--- src/branch_pkg.sv ---
// Shared types and constants for the branch decoder and its register slave
package branch_pkg;

  // Opcodes of the branch forms handled here
  localparam logic [3:0] OP_JCC_HI = 4'h7;
  localparam logic [7:0] OP_IF_NO_CARRY = 8'h73;
  localparam logic [7:0] OP_IF_ABOVE = 8'h77;
  localparam logic [7:0] OP_IF_ZERO_RESULT = 8'h74;
  localparam logic [7:0] OP_IF_SIGNED_LE = 8'h7E;
  localparam logic [7:0] OP_IF_COUNT_ZERO = 8'hE3;
  localparam logic [7:0] OP_SHORT_JUMP = 8'hEB;
  localparam logic [7:0] OP_NEAR_JUMP = 8'hE9;
  localparam logic [7:0] OP_FAR_IMM = 8'hEA;
  localparam logic [7:0] OP_GROUP_FF = 8'hFF;
  localparam logic [2:0] REG_NEAR_IND = 3'h4;
  localparam logic [2:0] REG_FAR_IND = 3'h5;

  // Execution clock counts per form
  localparam logic [7:0] CLK_JCC_TAKEN = 8'h07;
  localparam logic [7:0] CLK_JCC_NOJ = 8'h03;
  localparam logic [7:0] CLK_CNTZ_TAKEN = 8'h08;
  localparam logic [7:0] CLK_CNTZ_NOJ = 8'h04;
  localparam logic [7:0] CLK_REL_BRANCH = 8'h07;
  localparam logic [7:0] CLK_NEAR_IND_REG = 8'h07;
  localparam logic [7:0] CLK_NEAR_IND_MEM = 8'h0B;
  localparam logic [7:0] CLK_FAR_IMM_REAL = 8'h0B;
  localparam logic [7:0] CLK_FAR_IMM_PROT = 8'h17;
  localparam logic [7:0] CLK_FAR_IND_REAL = 8'h0F;
  localparam logic [7:0] CLK_FAR_IND_PROT = 8'h1A;
  localparam logic [7:0] CLK_GATE_IMM = 8'h26;
  localparam logic [7:0] CLK_GATE_MEM = 8'h29;
  localparam logic [7:0] CLK_TSS_IMM = 8'hAF;
  localparam logic [7:0] CLK_TSS_MEM = 8'hB2;
  localparam logic [7:0] CLK_TGATE_IMM = 8'hB4;
  localparam logic [7:0] CLK_TGATE_MEM = 8'hB7;

  localparam logic [15:0] GP_ERR_CODE = 16'h0000;

  // Register map, byte addresses
  localparam int ADDR_W = 8;
  localparam logic [7:0] REG_CTRL = 8'h00;
  localparam logic [7:0] REG_STATUS = 8'h04;
  localparam logic [7:0] REG_LAST_TARGET = 8'h08;
  localparam logic [7:0] REG_LAST_CLOCKS = 8'h0C;
  localparam logic [7:0] REG_TAKEN_COUNT = 8'h10;
  localparam int CTRL_PROT_BIT = 0;
  localparam int ST_GP_BIT = 0;
  localparam int ST_UD_BIT = 1;
  localparam int ST_REDIR_BIT = 2;
  localparam int ST_COND_BIT = 3;
  localparam logic CTRL_RESET = 1'b0;
  localparam logic [1:0] RESP_OKAY = 2'h0;
  localparam logic [1:0] RESP_SLVERR = 2'h2;

  typedef enum logic [1:0] {FAR_CODE, FAR_CALL_GATE, FAR_TSS, FAR_TASK_GATE} far_kind_t;

  typedef struct packed {
    logic carry;
    logic parity;
    logic zero;
    logic sign;
    logic overflow;
  } flags_t;

  typedef struct packed {
    logic [7:0] opcode;
    logic [2:0] reg_field;
    logic mem_operand;
    far_kind_t far_kind;
    logic [15:0] disp;
    logic [15:0] next_ip;
    logic [15:0] abs_offset;
    logic [15:0] count;
    logic [15:0] cs_limit;
    logic [3:0] next_len;
    flags_t flags;
  } jump_req_t;

  typedef struct packed {
    logic cond_met;
    logic redirect;
    logic load_cs;
    logic flags_kept;
    logic gp_fault;
    logic ud_fault;
    logic [15:0] fault_code;
    logic [15:0] new_ip;
    logic [7:0] clocks;
  } jump_res_t;

endpackage

--- src/branch_cond_eval.sv ---
// Condition evaluation for the conditional short jumps and the count-zero jump
`timescale 1ns/100ps
module branch_cond_eval
  import branch_pkg::*;
(
  input wire logic [7:0] i_opcode,
  input wire flags_t i_flags,
  input wire logic [15:0] i_count,
  output logic o_is_cond,
  output logic o_cond_met
);

  logic sgn_ne_ovf;
  logic base_cond;
  logic jcc_met;
  logic is_jcc;
  logic is_cntz;

  assign sgn_ne_ovf = i_flags.sign ^ i_flags.overflow;

  // Odd opcodes are the negated sense of the even one below them
  always_comb begin
    case (i_opcode[3:1])
      3'h0: base_cond = i_flags.overflow;
      3'h1: base_cond = i_flags.carry;
      3'h2: base_cond = i_flags.zero;
      3'h3: base_cond = i_flags.carry | i_flags.zero;
      3'h4: base_cond = i_flags.sign;
      3'h5: base_cond = i_flags.parity;
      3'h6: base_cond = sgn_ne_ovf;
      3'h7: base_cond = i_flags.zero | sgn_ne_ovf;
      default: base_cond = 1'b0;
    endcase
  end

  assign jcc_met = base_cond ^ i_opcode[0];
  assign is_jcc = (i_opcode[7:4] == OP_JCC_HI);
  assign is_cntz = (i_opcode == OP_IF_COUNT_ZERO);
  assign o_is_cond = is_jcc | is_cntz;
  // Count-zero form looks only at the count, never the flags
  assign o_cond_met = is_cntz ? (i_count == 16'h0000) : (is_jcc & jcc_met);

endmodule

--- src/branch_condition_decode.sv ---
// Branch decode, target and fault generation with an AXI4-Lite status slave
//
// Chosen here: the AXI4-Lite register port and the register offsets.
`timescale 1ns/100ps
module branch_condition_decode
  import branch_pkg::*;
#(
  parameter int CNT_W = 16
) (
  input wire logic i_core_clk,
  input wire logic i_reset,
  input wire logic i_req_valid,
  input wire jump_req_t i_req,
  output logic o_res_valid,
  output jump_res_t o_res,
  input wire logic i_awvalid,
  output logic o_awready,
  input wire logic [ADDR_W-1:0] i_awaddr,
  input wire logic i_wvalid,
  output logic o_wready,
  input wire logic [31:0] i_wdata,
  input wire logic [3:0] i_wstrb,
  output logic o_bvalid,
  input wire logic i_bready,
  output logic [1:0] o_bresp,
  input wire logic i_arvalid,
  output logic o_arready,
  input wire logic [ADDR_W-1:0] i_araddr,
  output logic o_rvalid,
  input wire logic i_rready,
  output logic [31:0] o_rdata,
  output logic [1:0] o_rresp
);

  generate
    if (CNT_W < 1 || CNT_W > 32) begin : g_bad_cnt
      $error("CNT_W must lie in 1..32");
    end
  endgenerate
  function automatic logic [7:0] far_clocks(input far_kind_t kind, input logic prot,
                                            input logic mem, input logic [7:0] code_real,
                                            input logic [7:0] code_prot);
    logic [7:0] c;
    c = code_real;
    if (prot) begin
      case (kind)
        FAR_CODE: c = code_prot;
        FAR_CALL_GATE: c = mem ? CLK_GATE_MEM : CLK_GATE_IMM;
        FAR_TSS: c = mem ? CLK_TSS_MEM : CLK_TSS_IMM;
        FAR_TASK_GATE: c = mem ? CLK_TGATE_MEM : CLK_TGATE_IMM;
        default: c = code_prot;
      endcase
    end
    return c;
  endfunction

  // Control and status registers
  logic prot_mode_ff;
  logic sticky_gp_ff;
  logic sticky_ud_ff;
  logic [15:0] last_target_ff;
  logic [7:0] last_clocks_ff;
  logic last_redir_ff;
  logic last_cond_ff;
  logic [CNT_W-1:0] taken_count_ff;
  logic res_valid_ff;
  jump_res_t res_ff;

  // Decode of the incoming request
  logic is_cond;
  logic cond_met;
  logic is_cntz;
  logic is_short;
  logic is_near;
  logic is_far_imm;
  logic is_near_ind;
  logic is_far_ind;
  logic is_far;
  logic byte_disp;
  logic rel_form;
  logic known;
  logic taken;
  logic [15:0] disp_eff;
  logic [15:0] rel_target;
  logic [15:0] target;
  logic gp_fault;
  logic ud_fault;
  logic redirect;
  logic task_switch;
  logic [7:0] base_clocks;
  logic [7:0] total_clocks;
  logic accept;
  jump_res_t nxt_res;

  branch_cond_eval u_cond (
    .i_opcode(i_req.opcode),
    .i_flags(i_req.flags),
    .i_count(i_req.count),
    .o_is_cond(is_cond),
    .o_cond_met(cond_met)
  );

  assign is_cntz = (i_req.opcode == OP_IF_COUNT_ZERO);
  assign is_short = (i_req.opcode == OP_SHORT_JUMP);
  assign is_near = (i_req.opcode == OP_NEAR_JUMP);
  assign is_far_imm = (i_req.opcode == OP_FAR_IMM);
  assign is_near_ind = (i_req.opcode == OP_GROUP_FF) && (i_req.reg_field == REG_NEAR_IND);
  assign is_far_ind = (i_req.opcode == OP_GROUP_FF) && (i_req.reg_field == REG_FAR_IND);
  assign is_far = is_far_imm | is_far_ind;
  assign byte_disp = is_cond | is_short;
  assign rel_form = byte_disp | is_near;
  assign known = rel_form | is_near_ind | is_far;
  assign taken = is_cond ? cond_met : known;

  assign disp_eff = byte_disp ? {{8{i_req.disp[7]}}, i_req.disp[7:0]} : i_req.disp;
  assign rel_target = 16'(i_req.next_ip + disp_eff);
  assign target = rel_form ? rel_target : i_req.abs_offset;

  // Only near targets are limit-checked here; far targets get full checks elsewhere
  assign gp_fault = prot_mode_ff & taken & (rel_form | is_near_ind) &
                    (target > i_req.cs_limit);
  // A far indirect jump needs a memory pointer
  assign ud_fault = is_far_ind & ~i_req.mem_operand;
  assign redirect = taken & ~gp_fault & ~ud_fault;
  assign task_switch = is_far & prot_mode_ff &
                       ((i_req.far_kind == FAR_TSS) || (i_req.far_kind == FAR_TASK_GATE));

  assign base_clocks =
    is_cntz ? (taken ? CLK_CNTZ_TAKEN : CLK_CNTZ_NOJ) :
    is_cond ? (taken ? CLK_JCC_TAKEN : CLK_JCC_NOJ) :
    (is_short | is_near) ? CLK_REL_BRANCH :
    is_near_ind ? (i_req.mem_operand ? CLK_NEAR_IND_MEM : CLK_NEAR_IND_REG) :
    is_far_imm ? far_clocks(i_req.far_kind, prot_mode_ff, 1'b0,
                            CLK_FAR_IMM_REAL, CLK_FAR_IMM_PROT) :
    far_clocks(i_req.far_kind, prot_mode_ff, 1'b1,
               CLK_FAR_IND_REAL, CLK_FAR_IND_PROT);
  // Next-instruction bytes are charged whenever the branch is taken, even when a fault blocks the redirect
  assign total_clocks = 8'(base_clocks + (taken ? {4'h0, i_req.next_len} : 8'h00));

  always_comb begin
    nxt_res = '0;
    nxt_res.cond_met = taken;
    nxt_res.redirect = redirect;
    nxt_res.load_cs = redirect & is_far;
    nxt_res.flags_kept = ~(redirect & task_switch);
    nxt_res.gp_fault = gp_fault;
    nxt_res.ud_fault = ud_fault;
    nxt_res.fault_code = GP_ERR_CODE;
    nxt_res.new_ip = redirect ? target : i_req.next_ip;
    nxt_res.clocks = total_clocks;
  end

  // Unknown opcodes are not ours and produce no result
  assign accept = i_req_valid & known;

  always_ff @(posedge i_core_clk or posedge i_reset) begin
    if (i_reset) begin
      res_valid_ff <= 1'b0;
      res_ff <= '0;
    end else begin
      res_valid_ff <= accept;
      if (accept) begin
        res_ff <= nxt_res;
      end
    end
  end
  assign o_res_valid = res_valid_ff;
  assign o_res = res_ff;

  // AXI4-Lite write path: address and data may arrive in either order
  logic aw_held_ff;
  logic w_held_ff;
  logic [ADDR_W-1:0] awaddr_ff;
  logic [31:0] wdata_ff;
  logic [3:0] wstrb_ff;
  logic bvalid_ff;
  logic [1:0] bresp_ff;
  logic do_write;
  logic wr_ctrl;
  logic wr_status;
  logic wr_mapped;
  logic clr_gp;
  logic clr_ud;

  assign o_awready = ~aw_held_ff & ~bvalid_ff;
  assign o_wready = ~w_held_ff & ~bvalid_ff;
  assign do_write = aw_held_ff & w_held_ff & ~bvalid_ff;
  assign wr_ctrl = do_write && (awaddr_ff == REG_CTRL) && wstrb_ff[0];
  assign wr_status = do_write && (awaddr_ff == REG_STATUS) && wstrb_ff[0];
  assign wr_mapped = (awaddr_ff == REG_CTRL) || (awaddr_ff == REG_STATUS);
  assign clr_gp = wr_status & wdata_ff[ST_GP_BIT];
  assign clr_ud = wr_status & wdata_ff[ST_UD_BIT];

  always_ff @(posedge i_core_clk or posedge i_reset) begin
    if (i_reset) begin
      aw_held_ff <= 1'b0;
      awaddr_ff <= '0;
    end else if (i_awvalid && o_awready) begin
      aw_held_ff <= 1'b1;
      awaddr_ff <= i_awaddr;
    end else if (do_write) begin
      aw_held_ff <= 1'b0;
    end
  end

  always_ff @(posedge i_core_clk or posedge i_reset) begin
    if (i_reset) begin
      w_held_ff <= 1'b0;
      wdata_ff <= '0;
      wstrb_ff <= '0;
    end else if (i_wvalid && o_wready) begin
      w_held_ff <= 1'b1;
      wdata_ff <= i_wdata;
      wstrb_ff <= i_wstrb;
    end else if (do_write) begin
      w_held_ff <= 1'b0;
    end
  end

  always_ff @(posedge i_core_clk or posedge i_reset) begin
    if (i_reset) begin
      bvalid_ff <= 1'b0;
      bresp_ff <= RESP_OKAY;
    end else if (do_write) begin
      bvalid_ff <= 1'b1;
      bresp_ff <= wr_mapped ? RESP_OKAY : RESP_SLVERR;
    end else if (i_bready) begin
      bvalid_ff <= 1'b0;
    end
  end
  assign o_bvalid = bvalid_ff;
  assign o_bresp = bresp_ff;

  // Register state; a fault in the clearing cycle stays set
  always_ff @(posedge i_core_clk or posedge i_reset) begin
    if (i_reset) begin
      prot_mode_ff <= CTRL_RESET;
      sticky_gp_ff <= 1'b0;
      sticky_ud_ff <= 1'b0;
      last_target_ff <= '0;
      last_clocks_ff <= '0;
      last_redir_ff <= 1'b0;
      last_cond_ff <= 1'b0;
      taken_count_ff <= '0;
    end else begin
      if (wr_ctrl) begin
        prot_mode_ff <= wdata_ff[CTRL_PROT_BIT];
      end
      sticky_gp_ff <= (accept & gp_fault) | (sticky_gp_ff & ~clr_gp);
      sticky_ud_ff <= (accept & ud_fault) | (sticky_ud_ff & ~clr_ud);
      if (accept) begin
        last_target_ff <= nxt_res.new_ip;
        last_clocks_ff <= nxt_res.clocks;
        last_redir_ff <= redirect;
        last_cond_ff <= taken;
      end
      if (accept && redirect) begin
        taken_count_ff <= CNT_W'(taken_count_ff + 1'b1);
      end
    end
  end

  // AXI4-Lite read path, one outstanding read
  logic rvalid_ff;
  logic [31:0] rdata_ff;
  logic [1:0] rresp_ff;
  logic rd_mapped;
  logic [31:0] rd_word;
  logic [31:0] status_word;
  logic [31:0] count_word;

  assign status_word = {28'h0000000, last_cond_ff, last_redir_ff, sticky_ud_ff, sticky_gp_ff};
  assign count_word = 32'(taken_count_ff);
  assign rd_mapped = (i_araddr == REG_CTRL) || (i_araddr == REG_STATUS) ||
                     (i_araddr == REG_LAST_TARGET) || (i_araddr == REG_LAST_CLOCKS) ||
                     (i_araddr == REG_TAKEN_COUNT);
  assign rd_word =
    (i_araddr == REG_CTRL) ? {31'h00000000, prot_mode_ff} :
    (i_araddr == REG_STATUS) ? status_word :
    (i_araddr == REG_LAST_TARGET) ? {16'h0000, last_target_ff} :
    (i_araddr == REG_LAST_CLOCKS) ? {24'h000000, last_clocks_ff} :
    (i_araddr == REG_TAKEN_COUNT) ? count_word : 32'h00000000;
  assign o_arready = ~rvalid_ff;

  always_ff @(posedge i_core_clk or posedge i_reset) begin
    if (i_reset) begin
      rvalid_ff <= 1'b0;
      rdata_ff <= '0;
      rresp_ff <= RESP_OKAY;
    end else if (i_arvalid && o_arready) begin
      rvalid_ff <= 1'b1;
      rdata_ff <= rd_word;
      rresp_ff <= rd_mapped ? RESP_OKAY : RESP_SLVERR;
    end else if (i_rready) begin
      rvalid_ff <= 1'b0;
    end
  end
  assign o_rvalid = rvalid_ff;
  assign o_rdata = rdata_ff;
  assign o_rresp = rresp_ff;
  // Checks
  above_cond_a: assert property (@(posedge i_core_clk) disable iff (i_reset)
    i_req_valid && i_req.opcode == OP_IF_ABOVE
    |=> o_res_valid && o_res.cond_met == !($past(i_req.flags.carry) || $past(i_req.flags.zero)))
    else $error("above condition wrong");
  no_carry_a: assert property (@(posedge i_core_clk) disable iff (i_reset)
    i_req_valid && i_req.opcode == OP_IF_NO_CARRY
    |=> o_res.cond_met == !$past(i_req.flags.carry))
    else $error("no-carry condition wrong");
  zero_cond_a: assert property (@(posedge i_core_clk) disable iff (i_reset)
    i_req_valid && i_req.opcode == OP_IF_ZERO_RESULT
    |=> o_res.cond_met == $past(i_req.flags.zero))
    else $error("zero condition wrong");
  signed_le_a: assert property (@(posedge i_core_clk) disable iff (i_reset)
    i_req_valid && i_req.opcode == OP_IF_SIGNED_LE
    |=> o_res.cond_met == ($past(i_req.flags.zero) ||
                           ($past(i_req.flags.sign) != $past(i_req.flags.overflow))))
    else $error("signed not-greater condition wrong");
  count_zero_a: assert property (@(posedge i_core_clk) disable iff (i_reset)
    i_req_valid && i_req.opcode == OP_IF_COUNT_ZERO
    |=> o_res.cond_met == ($past(i_req.count) == 16'h0000))
    else $error("count-zero condition wrong");
  short_target_a: assert property (@(posedge i_core_clk) disable iff (i_reset)
    i_req_valid && i_req.opcode == OP_SHORT_JUMP && !gp_fault
    |=> o_res.redirect && o_res.new_ip ==
        16'($past(i_req.next_ip) + {{8{$past(i_req.disp[7])}}, $past(i_req.disp[7:0])}))
    else $error("short target wrong");
  untaken_clocks_a: assert property (@(posedge i_core_clk) disable iff (i_reset)
    i_req_valid && i_req.opcode[7:4] == OP_JCC_HI && !cond_met
    |=> !o_res.redirect && o_res.clocks == CLK_JCC_NOJ && o_res.new_ip == $past(i_req.next_ip))
    else $error("fall-through result wrong");
  near_limit_a: assert property (@(posedge i_core_clk) disable iff (i_reset)
    i_req_valid && prot_mode_ff && i_req.opcode == OP_NEAR_JUMP && rel_target > i_req.cs_limit
    |=> o_res.gp_fault && !o_res.redirect && o_res.fault_code == GP_ERR_CODE ##1 sticky_gp_ff)
    else $error("limit fault missing");
  far_imm_clocks_a: assert property (@(posedge i_core_clk) disable iff (i_reset)
    i_req_valid && is_far_imm && i_req.far_kind == FAR_CODE
    |=> o_res.clocks == ($past(prot_mode_ff) ? CLK_FAR_IMM_PROT : CLK_FAR_IMM_REAL) +
                        {4'h0, $past(i_req.next_len)})
    else $error("far immediate clocks wrong");
  flags_kept_a: assert property (@(posedge i_core_clk) disable iff (i_reset)
    i_req_valid && known && !task_switch |=> o_res.flags_kept)
    else $error("flags not kept");

endmodule

--- config.mk ---
export PLATFORM = sky130hd
export DESIGN_NAME = branch_condition_decode
export DESIGN_NICKNAME = d
export VERILOG_FILES = /design/src/branch_pkg.sv /design/src/branch_cond_eval.sv /design/src/branch_condition_decode.sv
export SDC_FILE = /design/constraint.sdc
export NUM_CORES = 1
export LEC_CHECK = 0
export BUFFER_PORTS_ARGS = -buffer_cell sky130_fd_sc_hd__buf_4
export CAP_MARGIN = 10
export CORE_ASPECT_RATIO = 1.25
export CORE_MARGIN = 2
export CORE_UTILIZATION = 35
export CTS_BUF_LIST = sky130_fd_sc_hd__clkbuf_2 sky130_fd_sc_hd__clkbuf_4 sky130_fd_sc_hd__clkbuf_8
export CTS_CLUSTER_DIAMETER = 120
export DETAILED_ROUTE_END_ITERATION = 12
export SLEW_MARGIN = 10
export SYNTH_ARGS = -nofsm -noshare
export SYNTH_HDL_FRONTEND = slang
export SYNTH_HIERARCHICAL = 1
export SYNTH_SLANG_ARGS = --single-unit
--- constraint.sdc ---
create_clock -name i_core_clk -period 3.85 [get_ports i_core_clk]
set_clock_uncertainty 0.1 [all_clocks]
set_input_delay 0.77 -clock i_core_clk [delete_from_list [all_inputs] [get_ports i_core_clk]]
set_output_delay 0.77 -clock i_core_clk [all_outputs]
set_load 0.05 [all_outputs]
=== Word-level counts from Yosys, hierarchy flattened ===
Cells that the tools add are included.

* Latch bits: 0
* Bits in registers: 101
* Memories kept: 0
* Logic and storage cells: 153
* ROM bits: 0
* Bits in writable memories: 0
* Output and inout bits: 88
* Input port bits: 163

* Shifts and indexed selects: 0
* Div/mod/pow operators: 0
* Reductions and logical operators: 25
* Multiply operators: 0
* Magnitude comparators: 1
* Eq/ne operators: 23
* Bitwise logic cells: 45
* Add/sub/neg operators: 3
* Mux-type cells: 33

{| class="wikitable"
|+ Operator list
! cell !! number
|-
| $mux 16 || 8
|-
| $pmux 8 s4 || 2
|-
| $mux 8 || 7
|-
| $eq 8x8->1 const B || 5
|-
| $and 1x1->1 || 22
|-
| $eq 3x3->1 const B || 6
|-
| $add 16x1->16 const B || 1
|-
| $add 16x16->16 || 1
|-
| $eq 8x3->1 const B || 2
|-
| $eq 8x4->1 const B || 2
|-
| $gt 16x16->1 || 1
|-
| $logic_not 16->1 || 1
|-
| $logic_not 8->1 || 2
|-
| $mux 4 || 3
|-
| $or 1x1->1 || 11
|-
| $logic_and 1x1->1 || 10
|-
| $not 1->1 || 10
|-
| $mux 1 || 9
|-
| $add 8x4->8 || 1
|-
| $eq 8x5->1 const B || 1
|-
| $pmux 1 s8 || 1
|-
| $reduce_bool 2->1 || 4
|-
| $eq 3x2->1 const B || 2
|-
| $logic_or 1x1->1 || 6
|-
| other kinds (9) || 12
|}

=== Longest topological paths before layout ===
* Depth in word-level cells: 15
* Gate-level depth with buffers: 25
* Gate-level depth less buffers: 22

=== Modules after synthesis ===
Netlist, hierarchy kept.

{| class="wikitable"
|+ By module, submodules not included
! module !! area an instance (sq um) !! times used !! cells each !! sequential area each (sq um)
|-
| branch_condition_decode || 5975.7 || 1 || 670 || 2077.0
|-
| branch_cond_eval || 193.9 || 1 || 24 || 0.0
|}

=== Worst setup path after synthesis ===
No wires, ideal clock.

* Kind: input -> register
* Start point: input port i_req[98] in the netlist's numbering
* End point: register taken_count_ff[13]
* Cell stages on the path: 23
* Path slack: -1.707 ns
* Path buffers: 1
* Data required time: 3.626 ns
* Setup time: 0.124 ns
* Data arrival time: 5.333 ns
* Path through: and2b_2 > nor4b_1 > nand2b_1 > a41oi_2 > nor2b_1 > clkbuf_1 > a21o_1 > ha_1 > nand2_1 > nor3_1 > a211oi_1 > o31ai_1 > nor3_1 > nor4_1 > nand2_1 > ha_1 > nand4_1 > nand3b_1 > o21ai_0 > a21oi_1 > a21o_1 > or4_4 > xnor2_2

* Longest elaborated chain between the ends: 14
* Elaborated cells on any way between the ends: 40
* Those cells by class: add/sub: 1; order compare: 1; eq/ne: 12; mux: 5; bitwise: 17; reduce/logical: 4

{| class="wikitable"
|+ Ends and longest elaborated chain
! what !! RTL line !! source
|-
| from (decl) || branch_condition_decode.sv:13 || <nowiki>input wire jump_req_t i_req,</nowiki>
|-
| $eq 8x8->1 * || branch_cond_eval.sv:38 || <nowiki>assign is_cntz = (i_opcode == OP_IF_COUNT_ZERO);</nowiki>
|-
| $or 1x1->1 * || branch_cond_eval.sv:39 || <nowiki>assign o_is_cond = is_jcc | is_cntz;</nowiki>
|-
| named net is_cond || branch_condition_decode.sv:70 || <nowiki>logic is_cond;</nowiki>
|-
| branches (longest 11 deep; another with $add 16x16->16) || -- ||
|-
| $logic_and 1x1->1 * || branch_condition_decode.sv:257 || <nowiki>if (accept && redirect) begin</nowiki>
|-
| to (signal assigned) || branch_condition_decode.sv:258 || <nowiki>taken_count_ff <= CNT_W'(taken_count_ff + 1'b1);</nowiki>
|-
| to (decl) || branch_condition_decode.sv:65 || <nowiki>logic [CNT_W-1:0] taken_count_ff;</nowiki>
|}

Mark *: on every way through the listed nets, which the timed path passes.
A chain may end at the register's enable or synchronous reset.

=== Worst setup path in the final report ===
* Start point: input port i_req[96] in the netlist's numbering
* End point: register taken_count_ff[13]

The elaborated chain is that of the path after synthesis.

==> key figures <==
Outcome
  • Status: complete, but fails checks
  • Failing checks: negative setup slack

Global route
  • All-Layer GR Usage: 19.6%
  • Number of global-route vias before repair: 5997
  • GRT overflow: 0
  • Initial antenna violation count: 0
  • First-pass GRT wire length: 29.4 mm
  • Largest net degree at the start of global routing: 52

Route
  • Routed WL: 18.2 mm
  • Post-route DRC: 0
  • First DRT Iteration DRCs: 276
  • Average wire per standard cell: 15.0 µm
  • DR pass1 iterations: 4
  • Via/cell ratio: 4.97
  • Post-route ant nets: 0
  • Vias: 6013

Final layout
  • Commonest cells after routing, fill and taps aside: buf_4, dfrtp_1, nand2_1
  • Fin nets: 1189
  • Fillers: 1702
  • N_diodes: 0
  • Synth-to-layout area growth: 46.6%
  • Share of cells above drive strength 1: 41.1%
  • Finished Cell Area: 0.00905 mm²
  • Commonest non-fill, non-tap cell in the layout: buf_4
  • Final core area utilization: 52.1%

Yosys
  • Mapped Area: 0.00617 mm²
  • Synth Area in Compound Gates: 18.5%
  • Syn Inst Count: 694
  • Combinational family with the most area after synthesis: simple AND/OR/NAND/NOR gates
  • Sequential element share of the synthesized area: 33.7%
  • Async set-reset flop share out of synthesis: 100%
  • Synth Area in Adders: 9.17%
  • Post-synth cell types: 76
  • Mux cell area share after synthesis: 6.19%
  • Top_reg_cell synth: dfrtp_1
  • Post-synth top area cell: dfrtp_1
  • Synth Register Bits: 83
  • Post-Synth XOR/XNOR Area: 4.06%
  • Post-synth EDFFs: 0
  • Avg Inst Size Synth: 8.89 µm²
  • Post-Synth Simple-Gate Area: 20.1%
  • Area contributors post-synth: dfrtp_1, ha_1, nand2_1
  • Syn. warnings: 6
  • Yosys top cell area share: 33.7%

Floorplanning
  • Die area: 0.0187 mm²
  • Die W: 123 µm
  • Initial core utilization: 35.5%
  • Core area: 0.0174 mm²
  • Num rows: 54
  • I/O pins: 251
  • Die height: 152 µm

Timing
  • RSZ-0062 raised after global routing: true
  • Final Hold Vio Count: 0
  • Final min period: 4.98 ns
  • Max-slew violation count: 0
  • Setup ws final: -1.13 ns
  • Final period util: 129%
  • Final setup viols: 37
  • Least-Margin Pin Slew: 0.851 ns
  • Fmax: 0.201 GHz
  • Relative slew slack: 43.2%

Critical path
  • Crit path arrival time: 5.12 ns
  • Worst-path fanout max: 5
  • Most Frequent Cell on Critical Path: a21o_1
  • Reg2reg path depth: 11
  • CP bufs+invs: 3
  • Worst EP required: 3.99 ns
  • Crit path launch type: input pin
  • Critical path origin: i_req[96]
  • Reg2reg start: prot_mode_ff
  • Crit path depth: 23
  • Crit Path Class: in2reg
  • Slowest CP cell: or4_4
  • Crit path cell chain: buf_6 > and2b_2 > nor4b_4 > nand2b_4 > a41oi_4 > buf_6 > a21o_1 > ha_4 > a21o_1 > a211oi_4 > o31ai_2 > buf_4 > and4_4 > nor4_4 > nand2_2 > ha_4 > nand4_1 > nand3b_1 > o21ai_1 > a21oi_2 > a21o_1 > or4_4 > xnor2_2
  • Crit. End Element: flip-flop
  • CP peak stage delay: 0.51 ns
  • Crit-path leading delay family: simple AND/OR/NAND/NOR gates

Pwr
  • Switch share: 40.4%
  • Clock share of power: 18.1%
  • Peak supply drop: 0.186 mV
  • Internal power: 1830 µW
  • Power share of the combinational group: 44.2%
  • Net Sw Power: 1240 µW
  • Design Power: 3080 µW
  • Seq pwr share: 37.7%
  • PD cells: 340 mW/mm²
  • Leakage power total: 0.00448 µW

Placement
  • Placer Congestion: 0.910
  • Post-placement cell area: 0.00849 mm²
  • IO Port Bufs: 183
  • DP Wirelength: 14.9 mm

Clock network
  • Clk pin slew, worst setup/hold paths: 0.08 ns
  • CTS Sinks: 83
  • Maximum buffer depth of the clock tree: 2
  • Hold_buf cts: 0
  • CTS root buf: clkbuf_8
  • Worst skew pair latency: 0.36 ns
  • H-tree Lvls: 3
  • TritonCTS clock tree: done
  • CTS Buf Count: 9

Hold path
  • Hold path startpoint: o_rdata[7]
  • Hold crit path type: reg2reg
  • Hold path depth: 2

Flow run
  • # Max-Cap Violations: 0
power by group through the flow:
stage	clock network [µW]	registers, µW	logic (µW)
2_1_floorplan	0	1390	613
3_3_place_gp	0	1180	1300
3_5_place_dp	0	1180	1310
4_1_cts	578	1160	1350
5_1_grt	612	1190	1470
6_report	557	1160	1360
per-stage QoR:
stage | cells | setup slack [ns] | hold slack, ns | TNS [ns]
2_1_floorplan | 727 | -1.23 | 0.346 | -37.98
3_3_place_gp | 1177 | -1.45 | 0.361 | -50.64
3_5_place_dp | 1177 | -1.58 | 0.366 | -55.21
4_1_cts | 1209 | -1.15 | 0.377 | -39.12
5_1_grt | 1211 | -1.35 | 0.397 | -46.34
6_report | 1211 | -1.13 | 0.378 | -38.45
area by class of cell:
type	instances	area, µm²	share of cell area (%)
Sequential cell	83	2080	23.0
Clock buffer	11	145	1.60
Timing Repair Buffer	307	2380	26.3
Multi-Input combinational cell	549	4010	44.3
Clock inverter	5	28.8	0.318
Inverter	32	121	1.34
Tap cell	224	280	3.10
worst register-to-register path, cell delays in order, from the launching register on:
cell and delay, ns:
dfrtp_1 0.67, nand3b_1 0.12, o21ai_0 0.09, nor2_1 0.06
o21bai_1 0.12, mux2i_1 0.08, ha_1 0.31, a21oi_2 0.15
nor2b_1 0.06, o2111ai_1 0.19, mux2_2 0.37, o21ai_0 0.13
layer usage:
layer	vias to the layer above	share of wire, %	GRT usage, %
li1	3018	-	-
met1	2791	44	25.7
met2	183	49	33.3
met3	21	4.6	1.53
met4	0	1.8	6.95
met5	-	0	0
final timing paths:
check,slack (ns),to
max,-1.13,taken_count_ff[13]
min,0.38,o_rdata[7]
max reg2reg,1.33,last_clocks_ff[5]
min reg2reg,0.38,o_rdata[7]
max in group asynchronous,2.44,last_target_ff[12]
min in group asynchronous,0.46,awaddr_ff[4]
what timing repair did:
| item | in CTS | in global routing |
|---|---|---|
| gates resized for setup | 30 | 24 |
| setup endpoints to repair | 37 | 38 |
| cloned | 1 | 0 |
| setup buffers | 15 | 3 |
| pin swaps | 18 | 22 |
Yosys cell counts (all sizes together) (3+ instances only):
master and n:
o21ai 52, dfrtp 83, and4 4, inv 32, nor3 8, a31oi 6
a21oi 34, nor3b 4, nor2 31, mux2 20, nor4 9, o311ai 3
nand2 83, clkbuf 19, or3 9, o211ai 4, a31o 3, nor2b 9
or4 5, nand3 25, o31ai 6, xnor2 18, buf 44, a22o 3
o21bai 3, mux2i 13, o2111ai 4, xor2 8, a22oi 14, a21boi 3
a21o 16, nand2b 4, and2 12, and3 12, nand4 11, nand3b 4
ha 42
logic make-up (layout without fill, tap and decap cells):
| kind of cell | after synthesis | after routing |
|---|---|---|
| simple gates | 240 | 240 |
| compound gates | 171 | 171 |
| buf+inv | 95 | 355 |
| flops | 83 | 83 |
| fa+ha+maj | 44 | 44 |
| mux | 34 | 34 |
| xor+xnor | 26 | 26 |
| other cells | 1 | 34 |
state kept, by name, summed over array words and instances, names as in the netlist:
name	cells
last_target_ff	16
o_rdata	16
taken_count_ff	16
awaddr_ff	8
last_clocks_ff	8
o_res	4
wdata_ff	2
aw_held_ff	1
last_cond_ff	1
last_redir_ff	1
o_bresp	1
o_bvalid	1
o_res_valid	1
o_rresp	1
o_rvalid	1
prot_mode_ff	1
sticky_gp_ff	1
sticky_ud_ff	1
w_held_ff	1
wstrb_ff	1
No activity file was read; power rests on OpenSTA's default activity.
